===== config.mk =====
export PLATFORM = sky130hd
export DESIGN_NAME = sens_irq_top
export DESIGN_NICKNAME = d
export VERILOG_FILES = /design/src/hdl/sens_pkg.sv /design/src/hdl/sens_irq_top.sv /design/src/hdl/sens_motion_det.sv /design/src/hdl/sens_pin_drv.sv
export SDC_FILE = /design/constraint.sdc
export NUM_CORES = 1
export LEC_CHECK = 0
export BUFFER_PORTS_ARGS = -buffer_cell sky130_fd_sc_hd__buf_2
export CELL_PAD_IN_SITES_DETAIL_PLACEMENT = 0
export CELL_PAD_IN_SITES_GLOBAL_PLACEMENT = 1
export CORE_MARGIN = 3
export CORE_UTILIZATION = 40
export DETAILED_ROUTE_END_ITERATION = 16
export HOLD_SLACK_MARGIN = 0.02
export PLACE_DENSITY_LB_ADDON = 0.25
export SLEW_MARGIN = 0
export SYNTH_ARGS = -nofsm -noshare
export SYNTH_HDL_FRONTEND = slang
export SYNTH_HIERARCHICAL = 1
export SYNTH_SLANG_ARGS = --single-unit

===== constraint.sdc =====
create_clock -name sys_clk_in -period 7.5 [get_ports sys_clk_in]
set_input_delay 1.125 -clock sys_clk_in [delete_from_list [all_inputs] [get_ports sys_clk_in]]
set_output_delay 1.125 -clock sys_clk_in [all_outputs]
set_load 0.02 [all_outputs]

===== src/hdl/sens_pkg.sv =====
// shared constants, types and helpers of the sensor interrupt output logic
package sens_pkg;

  // clock and pulse timing
  localparam int unsigned CLK_HZ = 125_000_000;
  localparam int unsigned CLK_PERIOD_NS = 1_000_000_000 / CLK_HZ;
  localparam int unsigned PULSE_TIME_US = 50;
  localparam int unsigned PULSE_CYCLES = (PULSE_TIME_US * 1000) / CLK_PERIOD_NS;

  // bus geometry: byte address = 4 * register index
  localparam int unsigned ADDR_W = 8;
  localparam int unsigned IDX_W = 6;

  // register indices
  localparam logic [IDX_W-1:0] IDX_SRC_ONE = 6'h03;
  localparam logic [IDX_W-1:0] IDX_STATUS = 6'h04;
  localparam logic [IDX_W-1:0] IDX_RELEASE = 6'h05;
  localparam logic [IDX_W-1:0] IDX_ROUTE_ONE = 6'h06;
  localparam logic [IDX_W-1:0] IDX_ROUTE_TWO = 6'h07;
  localparam logic [IDX_W-1:0] IDX_ELEC = 6'h08;
  localparam logic [IDX_W-1:0] IDX_AXIS_MASK = 6'h09;
  localparam logic [IDX_W-1:0] IDX_ENGINE = 6'h0A;
  localparam logic [IDX_W-1:0] IDX_ACC_THRESH = 6'h0B;
  localparam logic [IDX_W-1:0] IDX_MAG_THRESH = 6'h0C;
  localparam logic [IDX_W-1:0] IDX_ACC_COUNT = 6'h0D;
  localparam logic [IDX_W-1:0] IDX_MAG_COUNT = 6'h0E;
  localparam logic [IDX_W-1:0] IDX_BUF_CTRL = 6'h0F;
  localparam logic [IDX_W-1:0] IDX_SENSOR_EN = 6'h10;
  localparam logic [IDX_W-1:0] IDX_BUF_LEVEL = 6'h11;
  localparam logic [IDX_W-1:0] IDX_IRQ_STAT = 6'h12;
  localparam logic [IDX_W-1:0] IDX_IRQ_MASK = 6'h13;

  // source flag positions (also routing and irq status layout)
  localparam int unsigned SRC_FIELD_MOTION = 0;
  localparam int unsigned SRC_ACCEL_MOTION = 1;
  localparam int unsigned SRC_FREE_FALL = 2;
  localparam int unsigned SRC_BUF_FULL = 6;
  localparam int unsigned SRC_SUMMARY = 7;
  localparam logic [7:0] SRC_EVENT_MASK = 8'h47;
  localparam int unsigned STAT_INT_BIT = 4;

  // electrical config fields, pin two sits PIN_TWO_BASE higher
  localparam int unsigned EL_LATCH = 0;
  localparam int unsigned EL_POL = 1;
  localparam int unsigned EL_EN = 2;
  localparam int unsigned PIN_TWO_BASE = 4;

  // engine, sensor enable and buffer control fields
  localparam int unsigned ENG_ACCEL = 0;
  localparam int unsigned ENG_FIELD = 1;
  localparam int unsigned SEN_ACCEL = 0;
  localparam int unsigned SEN_FIELD = 1;
  localparam int unsigned SEN_TEMP = 6;
  localparam int unsigned BUF_FULL_ENG = 7;
  localparam logic [7:0] BUF_CAP_BYTES = 8'hFC;

  // reset values
  localparam logic [7:0] RST_BYTE = 8'h00;
  localparam logic [15:0] RST_THRESH = 16'h0000;
  localparam logic [7:0] RST_COUNT = 8'h01;

  // bus responses
  localparam logic [1:0] RESP_OKAY = 2'h0;
  localparam logic [1:0] RESP_SLVERR = 2'h2;

  typedef struct packed {
    logic signed [15:0] x;
    logic signed [15:0] y;
    logic signed [15:0] z;
  } sens_axes_t;

  typedef struct packed {
    logic pin_output_enable;
    logic pin_polarity_select;
    logic latch_pulse_select;
  } sens_pin_cfg_t;

  // magnitude of a signed sample above an unsigned threshold
  function automatic logic sens_abs_above(input logic signed [15:0] v, input logic [15:0] th);
    logic [16:0] mag;
    mag = v[15] ? 17'(-$signed({v[15], v})) : {1'b0, v};
    return mag > {1'b0, th};
  endfunction

endpackage


===== src/hdl/sens_irq_top.sv =====
// interrupt output logic top: register slave, event sources and two pins
//////////////////////////////////////////////////////////////////////////////
// Operation
// - each pin has its own latch/pulse, polarity and enable setting
// - latch setting 0 holds the pin active until software clears it
// - latch setting 1 gives one ~50 us active pulse, then inactive
// - polarity 0 idles the pin high, low when asserted
// - polarity 1 idles the pin low, high when asserted
// - enable 0 keeps conditions off the pin; 1 lets routed ones drive it
// - release read deasserts latched pins, clears sources and summary status
// - summary flag plus origin bits in source register; host polls then releases
// - pin one and pin two each have an independent routing register
// - accel wake fires with engine on, unmasked axis above threshold for count
// - per-axis mask bits exclude accel axes from motion detection
// - field wake fires likewise, with its own engine enable and axis masks
// - buffer-full interrupt only when its engine bit in buffer control is set
// - buffer stores only selected channels whose sensor is enabled
// - sample level is readable; host avoids reading it while filling
// - source register: field motion bit 0, free fall bit 2, buffer full bit 6
// - release register at index 0x05; reading it unlatches the pins
//////////////////////////////////////////////////////////////////////////////
//
// Implementation choices: the register offsets and the AXI4-Lite slave port.
`timescale 1ns/1ps
`default_nettype none
module sens_irq_top
  import sens_pkg::*;
#(
  parameter int unsigned PULSE_LEN = PULSE_CYCLES
)
(
  input wire logic sys_clk_in,
  input wire logic rstn_in,
  input wire logic [ADDR_W-1:0] s_axi_awaddr,
  input wire logic [2:0] s_axi_awprot,
  input wire logic s_axi_awvalid,
  output logic s_axi_awready,
  input wire logic [31:0] s_axi_wdata,
  input wire logic [3:0] s_axi_wstrb,
  input wire logic s_axi_wvalid,
  output logic s_axi_wready,
  output logic [1:0] s_axi_bresp,
  output logic s_axi_bvalid,
  input wire logic s_axi_bready,
  input wire logic [ADDR_W-1:0] s_axi_araddr,
  input wire logic [2:0] s_axi_arprot,
  input wire logic s_axi_arvalid,
  output logic s_axi_arready,
  output logic [31:0] s_axi_rdata,
  output logic [1:0] s_axi_rresp,
  output logic s_axi_rvalid,
  input wire logic s_axi_rready,
  input wire logic sample_valid_in,
  input wire sens_axes_t accel_in,
  input wire sens_axes_t field_in,
  input wire logic free_fall_irq_in,
  output logic int_pin_one_out,
  output logic int_pin_two_out,
  output logic irq_out
);

  // number of set bits in a channel selection
  function automatic logic [2:0] sens_count_sel(input logic [6:0] sel);
    logic [2:0] n;
    n = 3'h0;
    for (int i = 0; i < 7; i++) begin
      n = n + {2'b00, sel[i]};
    end
    return n;
  endfunction

  // byte-lane merge of a 16-bit register
  function automatic logic [15:0] sens_merge16(input logic [15:0] old, input logic [31:0] d,
                                               input logic [3:0] strb);
    return {strb[1] ? d[15:8] : old[15:8], strb[0] ? d[7:0] : old[7:0]};
  endfunction

  //////////////////////////////////////////////////////////////////////////////
  // registers
  logic [7:0] pin_one_routing, pin_two_routing, pin_electrical_config, axis_mask_control;
  logic [7:0] engine_ctrl, motion_persist_counter, mag_persist_counter, buf_ctrl, sensor_en;
  logic [7:0] buf_level, src_flags, irq_stat, irq_mask;
  logic [15:0] acc_thresh, mag_thresh;
  logic buf_full;

  //////////////////////////////////////////////////////////////////////////////
  // bus slave state
  logic aw_held, w_held, do_write, aw_hs, w_hs, ar_hs, rd_err, wr_err, irq_release_reg;
  logic [IDX_W-1:0] wr_idx, rd_idx;
  logic [31:0] wr_data, rd_data;
  logic [3:0] wr_strb;
  assign aw_hs = s_axi_awvalid && s_axi_awready;
  assign w_hs = s_axi_wvalid && s_axi_wready;
  assign ar_hs = s_axi_arvalid && s_axi_arready;
  assign do_write = aw_held && w_held && !s_axi_bvalid;
  assign rd_idx = s_axi_araddr[ADDR_W-1:2];
  assign irq_release_reg = ar_hs && rd_idx == IDX_RELEASE;

  always_ff @(posedge sys_clk_in or negedge rstn_in) begin
    if (!rstn_in) begin
      s_axi_awready <= 1'b0;
      aw_held <= 1'b0;
      wr_idx <= '0;
    end else if (aw_hs) begin
      s_axi_awready <= 1'b0;
      aw_held <= 1'b1;
      wr_idx <= s_axi_awaddr[ADDR_W-1:2];
    end else if (do_write) begin
      aw_held <= 1'b0;
    end else if (!aw_held && !s_axi_bvalid && !s_axi_awready) begin
      s_axi_awready <= 1'b1;
    end
  end

  always_ff @(posedge sys_clk_in or negedge rstn_in) begin
    if (!rstn_in) begin
      s_axi_wready <= 1'b0;
      w_held <= 1'b0;
      wr_data <= 32'h0000_0000;
      wr_strb <= 4'h0;
    end else if (w_hs) begin
      s_axi_wready <= 1'b0;
      w_held <= 1'b1;
      wr_data <= s_axi_wdata;
      wr_strb <= s_axi_wstrb;
    end else if (do_write) begin
      w_held <= 1'b0;
    end else if (!w_held && !s_axi_bvalid && !s_axi_wready) begin
      s_axi_wready <= 1'b1;
    end
  end

  always_comb begin
    unique case (wr_idx)
      IDX_ROUTE_ONE, IDX_ROUTE_TWO, IDX_ELEC, IDX_AXIS_MASK, IDX_ENGINE,
      IDX_ACC_THRESH, IDX_MAG_THRESH, IDX_ACC_COUNT, IDX_MAG_COUNT,
      IDX_BUF_CTRL, IDX_SENSOR_EN, IDX_BUF_LEVEL, IDX_IRQ_STAT,
      IDX_IRQ_MASK: wr_err = 1'b0;
      default: wr_err = 1'b1;
    endcase
  end

  always_ff @(posedge sys_clk_in or negedge rstn_in) begin
    if (!rstn_in) begin
      s_axi_bvalid <= 1'b0;
      s_axi_bresp <= RESP_OKAY;
    end else if (do_write) begin
      s_axi_bvalid <= 1'b1;
      s_axi_bresp <= wr_err ? RESP_SLVERR : RESP_OKAY;
    end else if (s_axi_bready) begin
      s_axi_bvalid <= 1'b0;
    end
  end

  always_comb begin
    rd_data = 32'h0000_0000;
    rd_err = 1'b0;
    unique case (rd_idx)
      IDX_SRC_ONE, IDX_RELEASE: rd_data[7:0] = src_flags;
      IDX_STATUS: rd_data[STAT_INT_BIT] = src_flags[SRC_SUMMARY];
      IDX_ROUTE_ONE: rd_data[7:0] = pin_one_routing;
      IDX_ROUTE_TWO: rd_data[7:0] = pin_two_routing;
      IDX_ELEC: rd_data[7:0] = pin_electrical_config;
      IDX_AXIS_MASK: rd_data[7:0] = axis_mask_control;
      IDX_ENGINE: rd_data[7:0] = engine_ctrl;
      IDX_ACC_THRESH: rd_data[15:0] = acc_thresh;
      IDX_MAG_THRESH: rd_data[15:0] = mag_thresh;
      IDX_ACC_COUNT: rd_data[7:0] = motion_persist_counter;
      IDX_MAG_COUNT: rd_data[7:0] = mag_persist_counter;
      IDX_BUF_CTRL: rd_data[7:0] = buf_ctrl;
      IDX_SENSOR_EN: rd_data[7:0] = sensor_en;
      IDX_BUF_LEVEL: rd_data[7:0] = buf_level;
      IDX_IRQ_STAT: rd_data[7:0] = irq_stat;
      IDX_IRQ_MASK: rd_data[7:0] = irq_mask;
      default: rd_err = 1'b1;
    endcase
  end

  always_ff @(posedge sys_clk_in or negedge rstn_in) begin
    if (!rstn_in) begin
      s_axi_arready <= 1'b0;
      s_axi_rvalid <= 1'b0;
      s_axi_rdata <= 32'h0000_0000;
      s_axi_rresp <= RESP_OKAY;
    end else if (ar_hs) begin
      s_axi_arready <= 1'b0;
      s_axi_rvalid <= 1'b1;
      s_axi_rdata <= rd_data;
      s_axi_rresp <= rd_err ? RESP_SLVERR : RESP_OKAY;
    end else if (s_axi_rvalid && s_axi_rready) begin
      s_axi_rvalid <= 1'b0;
    end else if (!s_axi_rvalid && !s_axi_arready) begin
      s_axi_arready <= 1'b1;
    end
  end

  //////////////////////////////////////////////////////////////////////////////
  // configuration writes
  always_ff @(posedge sys_clk_in or negedge rstn_in) begin
    if (!rstn_in) begin
      pin_one_routing <= RST_BYTE;
      pin_two_routing <= RST_BYTE;
      pin_electrical_config <= RST_BYTE;
      axis_mask_control <= RST_BYTE;
      engine_ctrl <= RST_BYTE;
      acc_thresh <= RST_THRESH;
      mag_thresh <= RST_THRESH;
      motion_persist_counter <= RST_COUNT;
      mag_persist_counter <= RST_COUNT;
      buf_ctrl <= RST_BYTE;
      sensor_en <= RST_BYTE;
      irq_mask <= RST_BYTE;
    end else if (do_write) begin
      if (wr_strb[0]) begin
        unique case (wr_idx)
          IDX_ROUTE_ONE: pin_one_routing <= wr_data[7:0];
          IDX_ROUTE_TWO: pin_two_routing <= wr_data[7:0];
          IDX_ELEC: pin_electrical_config <= wr_data[7:0];
          IDX_AXIS_MASK: axis_mask_control <= wr_data[7:0];
          IDX_ENGINE: engine_ctrl <= wr_data[7:0];
          IDX_ACC_COUNT: motion_persist_counter <= wr_data[7:0];
          IDX_MAG_COUNT: mag_persist_counter <= wr_data[7:0];
          IDX_BUF_CTRL: buf_ctrl <= wr_data[7:0];
          IDX_SENSOR_EN: sensor_en <= wr_data[7:0];
          IDX_IRQ_MASK: irq_mask <= wr_data[7:0];
          default: ;
        endcase
      end
      if (wr_idx == IDX_ACC_THRESH) begin
        acc_thresh <= sens_merge16(acc_thresh, wr_data, wr_strb);
      end
      if (wr_idx == IDX_MAG_THRESH) begin
        mag_thresh <= sens_merge16(mag_thresh, wr_data, wr_strb);
      end
    end
  end

  //////////////////////////////////////////////////////////////////////////////
  // event engines
  logic acc_fire, mag_fire, buf_full_irq;
  logic [7:0] events;
  sens_motion_det u_accel_motion_wake (
    .sys_clk_in(sys_clk_in),
    .rstn_in(rstn_in),
    .sample_valid_in(sample_valid_in && sensor_en[SEN_ACCEL]),
    .axes_in(accel_in),
    .axis_mask_in(axis_mask_control[2:0]),
    .thresh_in(acc_thresh),
    .count_in(motion_persist_counter),
    .engine_on_in(engine_ctrl[ENG_ACCEL]),
    .fire_out(acc_fire)
  );

  sens_motion_det u_field_motion_wake (
    .sys_clk_in(sys_clk_in),
    .rstn_in(rstn_in),
    .sample_valid_in(sample_valid_in && sensor_en[SEN_FIELD]),
    .axes_in(field_in),
    .axis_mask_in(axis_mask_control[5:3]),
    .thresh_in(mag_thresh),
    .count_in(mag_persist_counter),
    .engine_on_in(engine_ctrl[ENG_FIELD]),
    .fire_out(mag_fire)
  );

  // buffer fill level in bytes, two per stored channel
  logic [6:0] buf_store_sel;
  logic [8:0] buf_sum;

  assign buf_store_sel = buf_ctrl[6:0] & {sensor_en[SEN_TEMP], {3{sensor_en[SEN_FIELD]}},
                                          {3{sensor_en[SEN_ACCEL]}}};
  assign buf_sum = {1'b0, buf_level} + {5'h00, sens_count_sel(buf_store_sel), 1'b0};

  always_ff @(posedge sys_clk_in or negedge rstn_in) begin
    if (!rstn_in) begin
      buf_level <= RST_BYTE;
      buf_full <= 1'b0;
      buf_full_irq <= 1'b0;
    end else begin
      buf_full_irq <= 1'b0;
      if (do_write && wr_idx == IDX_BUF_LEVEL && wr_strb[0]) begin
        buf_level <= RST_BYTE;
        buf_full <= 1'b0;
      end else if (sample_valid_in && !buf_full && buf_store_sel != 7'h00) begin
        if (buf_sum > {1'b0, BUF_CAP_BYTES}) begin
          buf_full <= 1'b1;
          buf_full_irq <= buf_ctrl[BUF_FULL_ENG];
        end else begin
          buf_level <= buf_sum[7:0];
        end
      end
    end
  end

  always_comb begin
    events = 8'h00;
    events[SRC_FIELD_MOTION] = mag_fire;
    events[SRC_ACCEL_MOTION] = acc_fire;
    events[SRC_FREE_FALL] = free_fall_irq_in;
    events[SRC_BUF_FULL] = buf_full_irq;
  end

  //////////////////////////////////////////////////////////////////////////////
  // source flags, summary and system interrupt
  logic [7:0] next_src_flags;

  always_comb begin
    next_src_flags = (src_flags & ~{8{irq_release_reg}}) | events;
    next_src_flags[SRC_SUMMARY] = |(next_src_flags & SRC_EVENT_MASK);
  end

  always_ff @(posedge sys_clk_in or negedge rstn_in) begin
    if (!rstn_in) begin
      src_flags <= RST_BYTE;
    end else begin
      src_flags <= next_src_flags;
    end
  end

  always_ff @(posedge sys_clk_in or negedge rstn_in) begin
    if (!rstn_in) begin
      irq_stat <= RST_BYTE;
    end else if (do_write && wr_idx == IDX_IRQ_STAT && wr_strb[0]) begin
      irq_stat <= (irq_stat & ~wr_data[7:0]) | events;
    end else begin
      irq_stat <= irq_stat | events;
    end
  end

  always_ff @(posedge sys_clk_in or negedge rstn_in) begin
    if (!rstn_in) begin
      irq_out <= 1'b0;
    end else begin
      irq_out <= |(irq_stat & irq_mask);
    end
  end

  //////////////////////////////////////////////////////////////////////////////
  // physical pins
  sens_pin_cfg_t pin_one_cfg, pin_two_cfg;
  assign pin_one_cfg = pin_electrical_config[EL_EN:EL_LATCH];
  assign pin_two_cfg = pin_electrical_config[PIN_TWO_BASE+EL_EN:PIN_TWO_BASE+EL_LATCH];

  sens_pin_drv #(
    .PULSE_LEN(PULSE_LEN)
  ) u_pin_one (
    .sys_clk_in(sys_clk_in),
    .rstn_in(rstn_in),
    .cfg_in(pin_one_cfg),
    .pending_in(|(src_flags & pin_one_routing & SRC_EVENT_MASK)),
    .trigger_in(|(events & pin_one_routing)),
    .pin_out(int_pin_one_out)
  );

  sens_pin_drv #(
    .PULSE_LEN(PULSE_LEN)
  ) u_pin_two (
    .sys_clk_in(sys_clk_in),
    .rstn_in(rstn_in),
    .cfg_in(pin_two_cfg),
    .pending_in(|(src_flags & pin_two_routing & SRC_EVENT_MASK)),
    .trigger_in(|(events & pin_two_routing)),
    .pin_out(int_pin_two_out)
  );

endmodule
`default_nettype wire


===== src/hdl/sens_motion_det.sv =====
// motion wake-up persistence detector for one tri-axis sensor
`timescale 1ns/1ps
`default_nettype none
module sens_motion_det
  import sens_pkg::*;
(
  input wire logic sys_clk_in,
  input wire logic rstn_in,
  input wire logic sample_valid_in,
  input wire sens_axes_t axes_in,
  input wire logic [2:0] axis_mask_in,
  input wire logic [15:0] thresh_in,
  input wire logic [7:0] count_in,
  input wire logic engine_on_in,
  output logic fire_out
);

  logic [7:0] run_cnt;
  logic fired;
  logic above;
  logic [8:0] next_cnt;

  // masked axes never count as moving
  assign above = (!axis_mask_in[0] && sens_abs_above(axes_in.x, thresh_in)) ||
                 (!axis_mask_in[1] && sens_abs_above(axes_in.y, thresh_in)) ||
                 (!axis_mask_in[2] && sens_abs_above(axes_in.z, thresh_in));
  assign next_cnt = {1'b0, run_cnt} + 9'h001;

  always_ff @(posedge sys_clk_in or negedge rstn_in) begin
    if (!rstn_in) begin
      run_cnt <= 8'h00;
      fired <= 1'b0;
      fire_out <= 1'b0;
    end else begin
      fire_out <= 1'b0;
      if (!engine_on_in) begin
        run_cnt <= 8'h00;
        fired <= 1'b0;
      end else if (sample_valid_in) begin
        if (above) begin
          if (next_cnt >= {1'b0, count_in} && !fired) begin
            fire_out <= 1'b1;
            fired <= 1'b1;
          end
          if (run_cnt != 8'hFF) begin
            run_cnt <= next_cnt[7:0];
          end
        end else begin
          run_cnt <= 8'h00;
          fired <= 1'b0;
        end
      end
    end
  end

endmodule
`default_nettype wire


===== src/hdl/sens_pin_drv.sv =====
// output driver of one physical interrupt pin
`timescale 1ns/1ps
`default_nettype none
module sens_pin_drv
  import sens_pkg::*;
#(
  parameter int unsigned PULSE_LEN = PULSE_CYCLES
)
(
  input wire logic sys_clk_in,
  input wire logic rstn_in,
  input wire sens_pin_cfg_t cfg_in,
  input wire logic pending_in,
  input wire logic trigger_in,
  output logic pin_out
);

  localparam int unsigned CNT_W = $clog2(PULSE_LEN + 1);

  logic [CNT_W-1:0] pulse_cnt;
  logic active;

  always_ff @(posedge sys_clk_in or negedge rstn_in) begin
    if (!rstn_in) begin
      pulse_cnt <= '0;
    end else if (!cfg_in.latch_pulse_select || !cfg_in.pin_output_enable) begin
      pulse_cnt <= '0;
    end else if (trigger_in) begin
      pulse_cnt <= CNT_W'(PULSE_LEN);
    end else if (pulse_cnt != '0) begin
      pulse_cnt <= pulse_cnt - CNT_W'(1);
    end
  end

  always_comb begin
    if (!cfg_in.pin_output_enable) begin
      active = 1'b0;
    end else if (cfg_in.latch_pulse_select) begin
      active = pulse_cnt != '0;
    end else begin
      active = pending_in;
    end
  end

  // idle level follows polarity
  always_ff @(posedge sys_clk_in or negedge rstn_in) begin
    if (!rstn_in) begin
      pin_out <= 1'b1;
    end else begin
      pin_out <= cfg_in.pin_polarity_select ? active : !active;
    end
  end

endmodule
`default_nettype wire


* Word-level counts from Yosys, hierarchy flattened *
Memories as Yosys holds them, arrays and structs flattened.
Index checks and enable logic that the tools add are counted.

storage, ports and cells
  register bits after elaboration = 238
  memory bits (read-only) = 32
  memories = 1

cells by class
  reductions and logical operators = 101
  bitwise operators = 13
  equal/unequal tests = 43
  order comparisons = 9
  muxes and demuxes = 75
  add/sub/neg operators = 17

memories
  name              depth  bits a word  read ports  clocked after Yosys merged registers in  write ports  RTL line             RTL
  (name not given)  32     1            1           0                                        0            sens_irq_top.sv:134  unique case (wr_idx)

operators by type and width
  cell                                                                    count
  17-bit by 16-bit greater-than comparator with 1-bit output              6
  17-bit two-way mux                                                      6
  16-bit negation with 17-bit output                                      6
  6-bit by 4-bit equality test with 1-bit output (second input constant)  16
  8-bit two-way mux                                                       12
  13-bit two-way mux                                                      6
  4-bit case mux with 15 select lines                                     1
  6-bit by 5-bit equality test with 1-bit output (second input constant)  8
  1-bit two-way mux                                                       45
  3-bit case mux with 15 select lines                                     1
  3-bit AND reduction                                                     14
  6-bit by 3-bit equality test with 1-bit output (second input constant)  6
  7-bit AND                                                               4
  1-bit logical AND                                                       28
  13-bit nonzero test                                                     2
  13-bit by 1-bit subtractor with 13-bit output (second input constant)   2
  8-bit OR reduction                                                      3
  1-bit zero test                                                         22
  8-bit by 1-bit adder with 9-bit output (second input constant)          2
  9-bit by 8-bit >= comparator with 1-bit output                          2
  2-bit AND reduction                                                     9
  2-bit nonzero test                                                      9
  17-bit OR reduction                                                     1
  7-bit by 8-bit AND with 8-bit output                                    2
  23 further kinds                                                        45

* Depth between registers and ports, before layout *
Gate-level depths: netlist of run 1.

  word-level depth = 12
  gate-level depth with buffers = 16

* By module *
Netlist of run 1, hierarchy kept.

by module, submodules not included
  module                                  instances  area each (sq um)  cells an instance  seq. area each (sq um)
  sens_irq_top                            1          8668.3             702                4682.0
  sens_motion_det at u_accel_motion_wake  1          2778.9             360                250.2
  sens_motion_det at u_field_motion_wake  1          2722.6             356                250.2
  sens_pin_drv                            2          833.3              85                 351.6

* Worst setup path after synthesis of run 1 *
Ideal clock, no wire load.

  path kind = input port to flip-flop
  start = input field_in[6] (netlist name)
  end = register u_field_motion_wake.run_cnt[2]
  data required time = 7.424 ns
  buffers on the path = 0
  arrival time = 4.230 ns
  setup slack = 3.194 ns
  stages = 11
  path through = or4_1 -> or3_1 -> o41ai_1 -> xnor2_1 -> ha_1 -> nand4_1 -> nor4_1 -> a2111oi_1 -> a211oi_2 -> or4_1 -> o21ai_1

between the ends
  word-level cells in the longest chain between the ends = 8

ends and longest elaborated chain
  element                                                       RTL line               RTL
  start, declared                                               sens_irq_top.sv:55     input wire sens_axes_t field_in,
  16-bit negation with 17-bit output                            sens_pkg.sv:81         mag = v[15] ? 17'(-$signed({v[15], v})) : {1'b0, v};
  17-bit two-way mux *                                          sens_pkg.sv:81
  17-bit by 16-bit greater-than comparator with 1-bit output *  sens_pkg.sv:82         return mag > {1'b0, th};
  1-bit logical AND *                                           sens_motion_det.sv:26  (!axis_mask_in[2] && sens_abs_above(axes_in.z, thresh_in));
  1-bit logical OR *                                            sens_motion_det.sv:25  (!axis_mask_in[1] && sens_abs_above(axes_in.y, thresh_in)) ||
  8-bit two-way mux                                             sens_motion_det.sv:40  if (above) begin
  8-bit two-way mux                                             sens_motion_det.sv:39  end else if (sample_valid_in) begin
  8-bit two-way mux                                             sens_motion_det.sv:36  if (!engine_on_in) begin
  end signal, assigned                                          sens_motion_det.sv:46  run_cnt <= next_cnt[7:0];
  end, declared                                                 sens_motion_det.sv:18  logic [7:0] run_cnt;

Every way passes the cells marked *; elsewhere a longest branch is shown, timed or not. The select of a mux whose other input is x is not followed.
A chain may end at the register's enable or synchronous reset.

* Worst setup path in the final report of run 1 *
  start = register sensor_en[0]
  end = register buf_level[1]

between the ends
  word-level cells in the longest chain between the ends = 11

ends and longest elaborated chain
  element                                                                                               RTL line             RTL
  start, declared                                                                                       sens_irq_top.sv:81   logic [7:0] engine_ctrl, motion_persist_counter, mag_persist_counter, buf_ctrl, sensor_en;
  start signal, assigned                                                                                sens_irq_top.sv:224  IDX_SENSOR_EN: sensor_en <= wr_data[7:0];
  7-bit AND *                                                                                           sens_irq_top.sv:270  assign buf_store_sel = buf_ctrl[6:0] & {sensor_en[SEN_TEMP], {3{sensor_en[SEN_FIELD]}},
  1-bit by 1-bit adder with 2-bit output                                                                sens_irq_top.sv:67   n = n + {2'b00, sel[i]};
  2-bit by 1-bit adder with 3-bit output                                                                sens_irq_top.sv:67
  3-bit by 1-bit adder with 3-bit output (4 in a row)                                                   sens_irq_top.sv:67
  8-bit by 4-bit adder with 9-bit output                                                                sens_irq_top.sv:272  assign buf_sum = {1'b0, buf_level} + {5'h00, sens_count_sel(buf_store_sel), 1'b0};
  9-bit by 8-bit greater-than comparator with 1-bit output / 8-bit two-way mux (equally long branches)  sens_irq_top.sv:285  if (buf_sum > {1'b0, BUF_CAP_BYTES}) begin
  2-bit != test (no line) / 8-bit two-way mux (equally long branches)                                   n/a
  2-bit AND reduction (no line) / 8-bit two-way mux (equally long branches)                             n/a
  end signal, assigned                                                                                  sens_irq_top.sv:289  buf_level <= buf_sum[7:0];
  end, declared                                                                                         sens_irq_top.sv:82   logic [7:0] buf_level, src_flags, irq_stat, irq_mask;

Marked as above.

==> results.tsv, run 1 <==
metric	value	unit
slew_violations	0	
hold_path.class	flip-flop to flip-flop	
crit_path_start	sensor_en[0]	
cp.arrival	5320	ps
core-area	38900	um^2
instances_no_fill	2280	
worstPathRequired	7920	ps
ios	207	
switching_share	38.2	%
power_report.internal_total	3.02	mW
p_sw	1.87	mW
hpwlAfterDp	35400	um
grt_pass1_vias	12700	
start_kind	flip-flop	
r2r_start	sensor_en[0]	
die_y	205	um
r2r_slack	2590	ps
crit_type	flip-flop to flip-flop	
grtUsageMet2	36.4	%
synth.avg_cell_area	9.97	um^2
hold_viol	0	
synth_cell_types	94	
top_usage_layer	met2	
gr-usage-met1	30.1	%
cts-buffers-inserted	28	
globalRouteOverflowTotal	0	
setup_tns	0	ps
max_slew_margin	22.8	%
p_total	4.89	mW
cts_tree	yes	
cp_max_fo	11	
dieArea	42000	um^2
tightest_slew	1150	ps
grt_pass1_wl	72100	um
syn_inst	1588	
endpoint	buf_level[1]	
synth_flop_cell	dfrtp_1	
gp_congestion	0.853	
r2r_end	buf_level[1]	
min_period	4910	ps
combPwrFrac	31.8	%
p_seq_share	41.7	%
synth_area	15800	um^2
irDropWorstVdd	163	uV
clock-root-buffer	clkbuf_16	
num_vias	13000	
final-setup-viol-count	0	
ys_ff_latch	235	
ff2ff_path_depth	14	
dp.cells	2230	
clock_path_buffers	3	
grt.met3_usage	2.30	%
finClkSkew	45.3	ps
fin_ws	2590	ps
drc	0	
wl_per_cell	20.4	um
drt_iter0_markers	960	
p_per_area	272	nW/um^2
start_util	40.7	%
p_clk_share	26.5	%
first_pass_iters	7	
area_growth	13.4	%
finalWirelength	46500	um
p_leak	8.10	nW
max-cap-violations	0	
grt_max_degree	98	
die_w	205	um
antenna_left	0	
synth_warnings	6	
post_cts_buffers	0	
post_cts_resized	0	
nNetsFinal	2039	
cts_max_level	1	
ys_async_sr_fraction	100	%
clock_sinks	235	
grt_usage	21.8	%
cts_hold_buf	0	
insertion_delay	570	ps
drive_gt1_share	23.1	%
n_antenna_cell	0	
worst_setup_path_end_kind	flip-flop	
portBuffers	160	
fp-row-count	72	
outcome	finished, final reports clean	
synth_edf_count	0	
rsz0062_at_grt	no	
antenna_found_initial	1	
pre_cts_ws	2540	ps
ys_seq_area_share	37.2	%
fmax	204	MHz
path_clk_slew	70	ps
final_core_util	46.2	%
vias_per_cell	5.70	
period_share	65.4	%
metrics by stage:
step / area (um^2) / hold slack [ps]
floorplan: 15900 / 396
global placement: 17100 / 414
detailed placement: 17100 / 412
CTS: 18000 / 418
global route: 18000 / 424
finish: 18000 / 411
sequential cells by signal, summed over array words and instances, names as in the netlist, 13 cells and up:
name	cells
acc_thresh	16
mag_thresh	16
s_axi_rdata	16
u_pin_one/pulse_cnt	13
u_pin_two/pulse_cnt	13
wr_data	16
placed cells by master (no fill, tap or decap), drive strengths merged, types with 55 or more instances in the layout:
master	count
dfrtp	231
buf	165
mux2	138
ha	129
nand2	126
nor2	106
inv	91
xnor2	83
o21ai	71
a21oi	56
nand3	55
critical path: stages (launching register included):
cell	delay, ps
dfrtp_1	490
nand2_1	160
fa_1	550
inv_1	60
fa_1	500
fa_1	440
inv_1	80
fa_1	450
fa_1	490
nand3b_1	190
a2111oi_0	390
a311oi_1	110
o21ai_1	550
mux2i_1	260
nor2_1	50
metal layers:
metal	vias up	part of all wire [%]	routed length, um
met5	-	0.028	13
met4	2	3.0	1420
met3	79	4.6	2120
met2	356	47	21800
met1	6432	45	21100
li1	6134	-	-
worst min path at each step:
stage,start,to,slack (ps),cells past startpoint
6_report,u_field_motion_wake/fired,u_field_motion_wake/fire_out,410,1
5_1_grt,u_field_motion_wake/fired,u_field_motion_wake/fire_out,420,1
4_1_cts,u_field_motion_wake/fired,u_field_motion_wake/fire_out,420,1
3_5_place_dp,u_accel_motion_wake/fired,u_accel_motion_wake/fire_out,410,1
3_3_place_gp,u_field_motion_wake/fired,u_field_motion_wake/fire_out,410,1
2_1_floorplan,u_accel_motion_wake/fired,u_accel_motion_wake/fire_out,400,1
cell families (layout without fill, tap and decap cells):
family                     Yosys count  after routing  synth area share (%)
other                                1             18                0.0237
AOI/OAI and AO/OA                  343            343                  15.4
and+or+nand+nor                    475            475                  16.2
buffers and inverters              148            305                  4.07
muxes                              150            150                  10.7
xor gates and xnor gates           102            102                  5.64
DFF                                235            235                  37.2
adders and majority gates          134            134                  10.8
power by group through the flow:
| stage | registers (mW) | logic (mW) | clock network (mW) |
|---|---|---|---|
| 3_5_place_dp | 2.05 | 1.56 | 0 |
| 2_1_floorplan | 1.88 | 1.10 | 0 |
| 6_report | 2.04 | 1.56 | 1.29 |
| 5_1_grt | 2.08 | 1.75 | 1.37 |
| 4_1_cts | 2.03 | 1.57 | 1.32 |
| 3_3_place_gp | 2.04 | 1.51 | 0 |
cells in the mapped netlist, types with 12 or more instances:
| library cell | count | area (um^2) |
|---|---|---|
| xor2_1 | 19 | 166 |
| xnor2_1 | 83 | 727 |
| inv_1 | 90 | 338 |
| o21ai_0 | 61 | 305 |
| a21o_1 | 22 | 165 |
| nor2_1 | 99 | 372 |
| ha_1 | 129 | 1610 |
| and2_1 | 14 | 87.6 |
| a211oi_1 | 15 | 113 |
| nand2_1 | 126 | 473 |
| buf_4 | 21 | 158 |
| or4_1 | 13 | 97.6 |
| o41ai_1 | 13 | 114 |
| mux2_2 | 138 | 1550 |
| a31oi_1 | 12 | 75.1 |
| nand2b_1 | 22 | 138 |
| nor3_1 | 16 | 80.1 |
| a22oi_1 | 27 | 203 |
| nand3_1 | 54 | 270 |
| o31ai_1 | 22 | 165 |
| clkbuf_1 | 28 | 105 |
| a221oi_1 | 23 | 201 |
| nand4_1 | 21 | 131 |
| dfrtp_1 | 231 | 5780 |
| a21oi_1 | 56 | 280 |
| or3_1 | 17 | 106 |
| and3_1 | 12 | 75.1 |
final cells by class:
cell class | instances | area [um^2]
clock buffers | 40 | 796
flip-flops and latches | 235 | 5890
repair buffers | 165 | 848
fillers | 3792 | 21000
well taps | 518 | 648
multi-input cells | 1222 | 9380
clock inverters | 10 | 72.6
inverters | 90 | 338
Power figures use the tool's default switching activity.
==> run 2, diff against run 1 <==
==> constraint.sdc (replaced) <==
create_clock -name sys_clk_in -period 4.7 [get_ports sys_clk_in]
set_input_delay 0.705 -clock sys_clk_in [delete_from_list [all_inputs] [get_ports sys_clk_in]]
set_output_delay 0.705 -clock sys_clk_in [all_outputs]
set_load 0.02 [all_outputs]
==> results.tsv, run 2 (synthesized netlist as in run 1, its figures left out) <==
metric	value	unit
tightest_slew	1020	ps
ios	207	
irDropWorstVdd	247	uV
rsz0062_at_grt	no	
cp.arrival	4870	ps
area_growth	14.2	%
layout_common_cells	dfrtp_1, buf_2, mux2_2	
die_w	205	um
hpwlAfterDp	35500	um
clock_path_buffers	3	
p_leak	8.16	nW
p_per_area	433	nW/um^2
slew_violations	0	
core-area	38900	um^2
antenna_found_initial	1	
finalHoldWorstSlack	60.4	ps
period_share	93.1	%
setup_tns	0	ps
grt_usage	21.8	%
regArea	5890	um^2
worst_setup_path_end_kind	flip-flop	
cts-buffers-inserted	27	
grt_pass1_vias	12700	
final_area	18100	um^2
globalRouteOverflowTotal	0	
insertion_delay	560	ps
final-setup-viol-count	0	
portBuffers	160	
start_kind	flip-flop	
antenna_left	0	
r2r_slack	320	ps
outcome	finished, final reports clean	
finClkSkew	27.4	ps
clock-root-buffer	clkbuf_16	
final.fill_count	3749	
gp_congestion	0.878	
instances_no_fill	2291	
pre_cts_ws	161	ps
first_pass_iters	5	
drive_gt1_share	23.9	%
cts_tree	yes	
fmax	228	MHz
hold_viol	0	
path_clk_slew	60	ps
min_period	4380	ps
placed_area	17200	um^2
die_y	205	um
grt_max_degree	128	
wl_per_cell	20.4	um
vias_per_cell	5.67	
fp-row-count	72	
cp_max_fo	5	
worstPathRequired	5190	ps
drc	0	
dieArea	42000	um^2
hold_path.class	primary input to async pin	
max-cap-violations	0	
finalWirelength	46600	um
multi_input_area	9400	um^2
fin_ws	323	ps
drt_iter0_markers	1070	
start_util	40.7	%
nNetsFinal	2048	
max_slew_margin	31.9	%
final_common_cell	dfrtp_1	
clock_sinks	235	
cts_max_level	1	
crit_type	flip-flop to flip-flop	
num_vias	13000	
grt_pass1_wl	72300	um
dp.cells	2237	
[run 2: cell count changes in the layout (fill, tap and decap cells not counted), sizes merged]
cell,previous run,this run
buf,165,175
diode,0,1
bufinv,0,1
clkbuf,40,39
[run 2: where the power goes]
| part | internal (mW) | switching (mW) | total, mW | leakage, nW |
|---|---|---|---|---|
| Combinational | 1.12 | 1.39 | 2.51 | 4.60 |
| Sequential | 2.54 | 0.704 | 3.25 | 3.14 |
| Clock | 1.20 | 0.874 | 2.07 | 0.425 |
| Total | 4.86 | 2.97 | 7.83 | 8.16 |
[run 2: critical path: stages (launching register included)]
cell	delay, ps
dfrtp_1	380
nand2_2	90
fa_1	540
inv_1	50
fa_1	460
fa_1	420
inv_1	80
fa_1	460
fa_2	560
nand3b_1	150
nor2_1	70
a311oi_2	320
o21ai_2	120
buf_4	170
or4_1	390
nand2_1	70
[run 2: through the flow]
| step | total power, mW | utilization, % |
|---|---|---|
| after detailed placement | 5.78 | 44.1 |
| after floorplan | 4.74 | - |
| after global placement | 5.70 | 44.1 |
| after CTS | 7.87 | 46.3 |
| after global routing | 8.34 | 46.5 |
| final | 7.83 | 46.5 |
[run 2: repair_timing]
action,CTS,global route
setup buffers,0,3
endpoints found under the setup margin,0,6
hold buffers,0,0
hold endpoints to repair,0,0
resized for setup,0,7
[run 2: cell type report]
type	count	share of cell area, %
Multi-Input combinational cell	1222	52.0
Sequential cell	235	32.5
Timing Repair Buffer	175	5.17
Clock buffer	39	4.26
Tap cell	518	3.58
Inverter	90	1.87
Clock inverter	11	0.567
Antenna cell	1	0.0138
[run 2: final timing paths]
check                                     startpoint                            to  depth (start not counted)
setup reg to reg                         buf_ctrl[0]                  buf_level[6]                         15
hold reg to reg            u_accel_motion_wake/fired  u_accel_motion_wake/fire_out                          1
setup / recovery                         buf_ctrl[0]                  buf_level[6]                         15
max in group asynchronous                    rstn_in                s_axi_rdata[9]                          2
hold / removal                               rstn_in       u_pin_one/pulse_cnt[10]                          1
min in group sys_clk_in                 s_axi_rready                  s_axi_rvalid                          2
[run 2: layer usage]
layer	global-route usage, %	share of wire [%]	up-vias
li1	-	-	6171
met1	30.0	45	6409
met2	36.4	48	345
met3	2.57	5.1	71
met4	5.88	2.7	0
met5	0	0	-
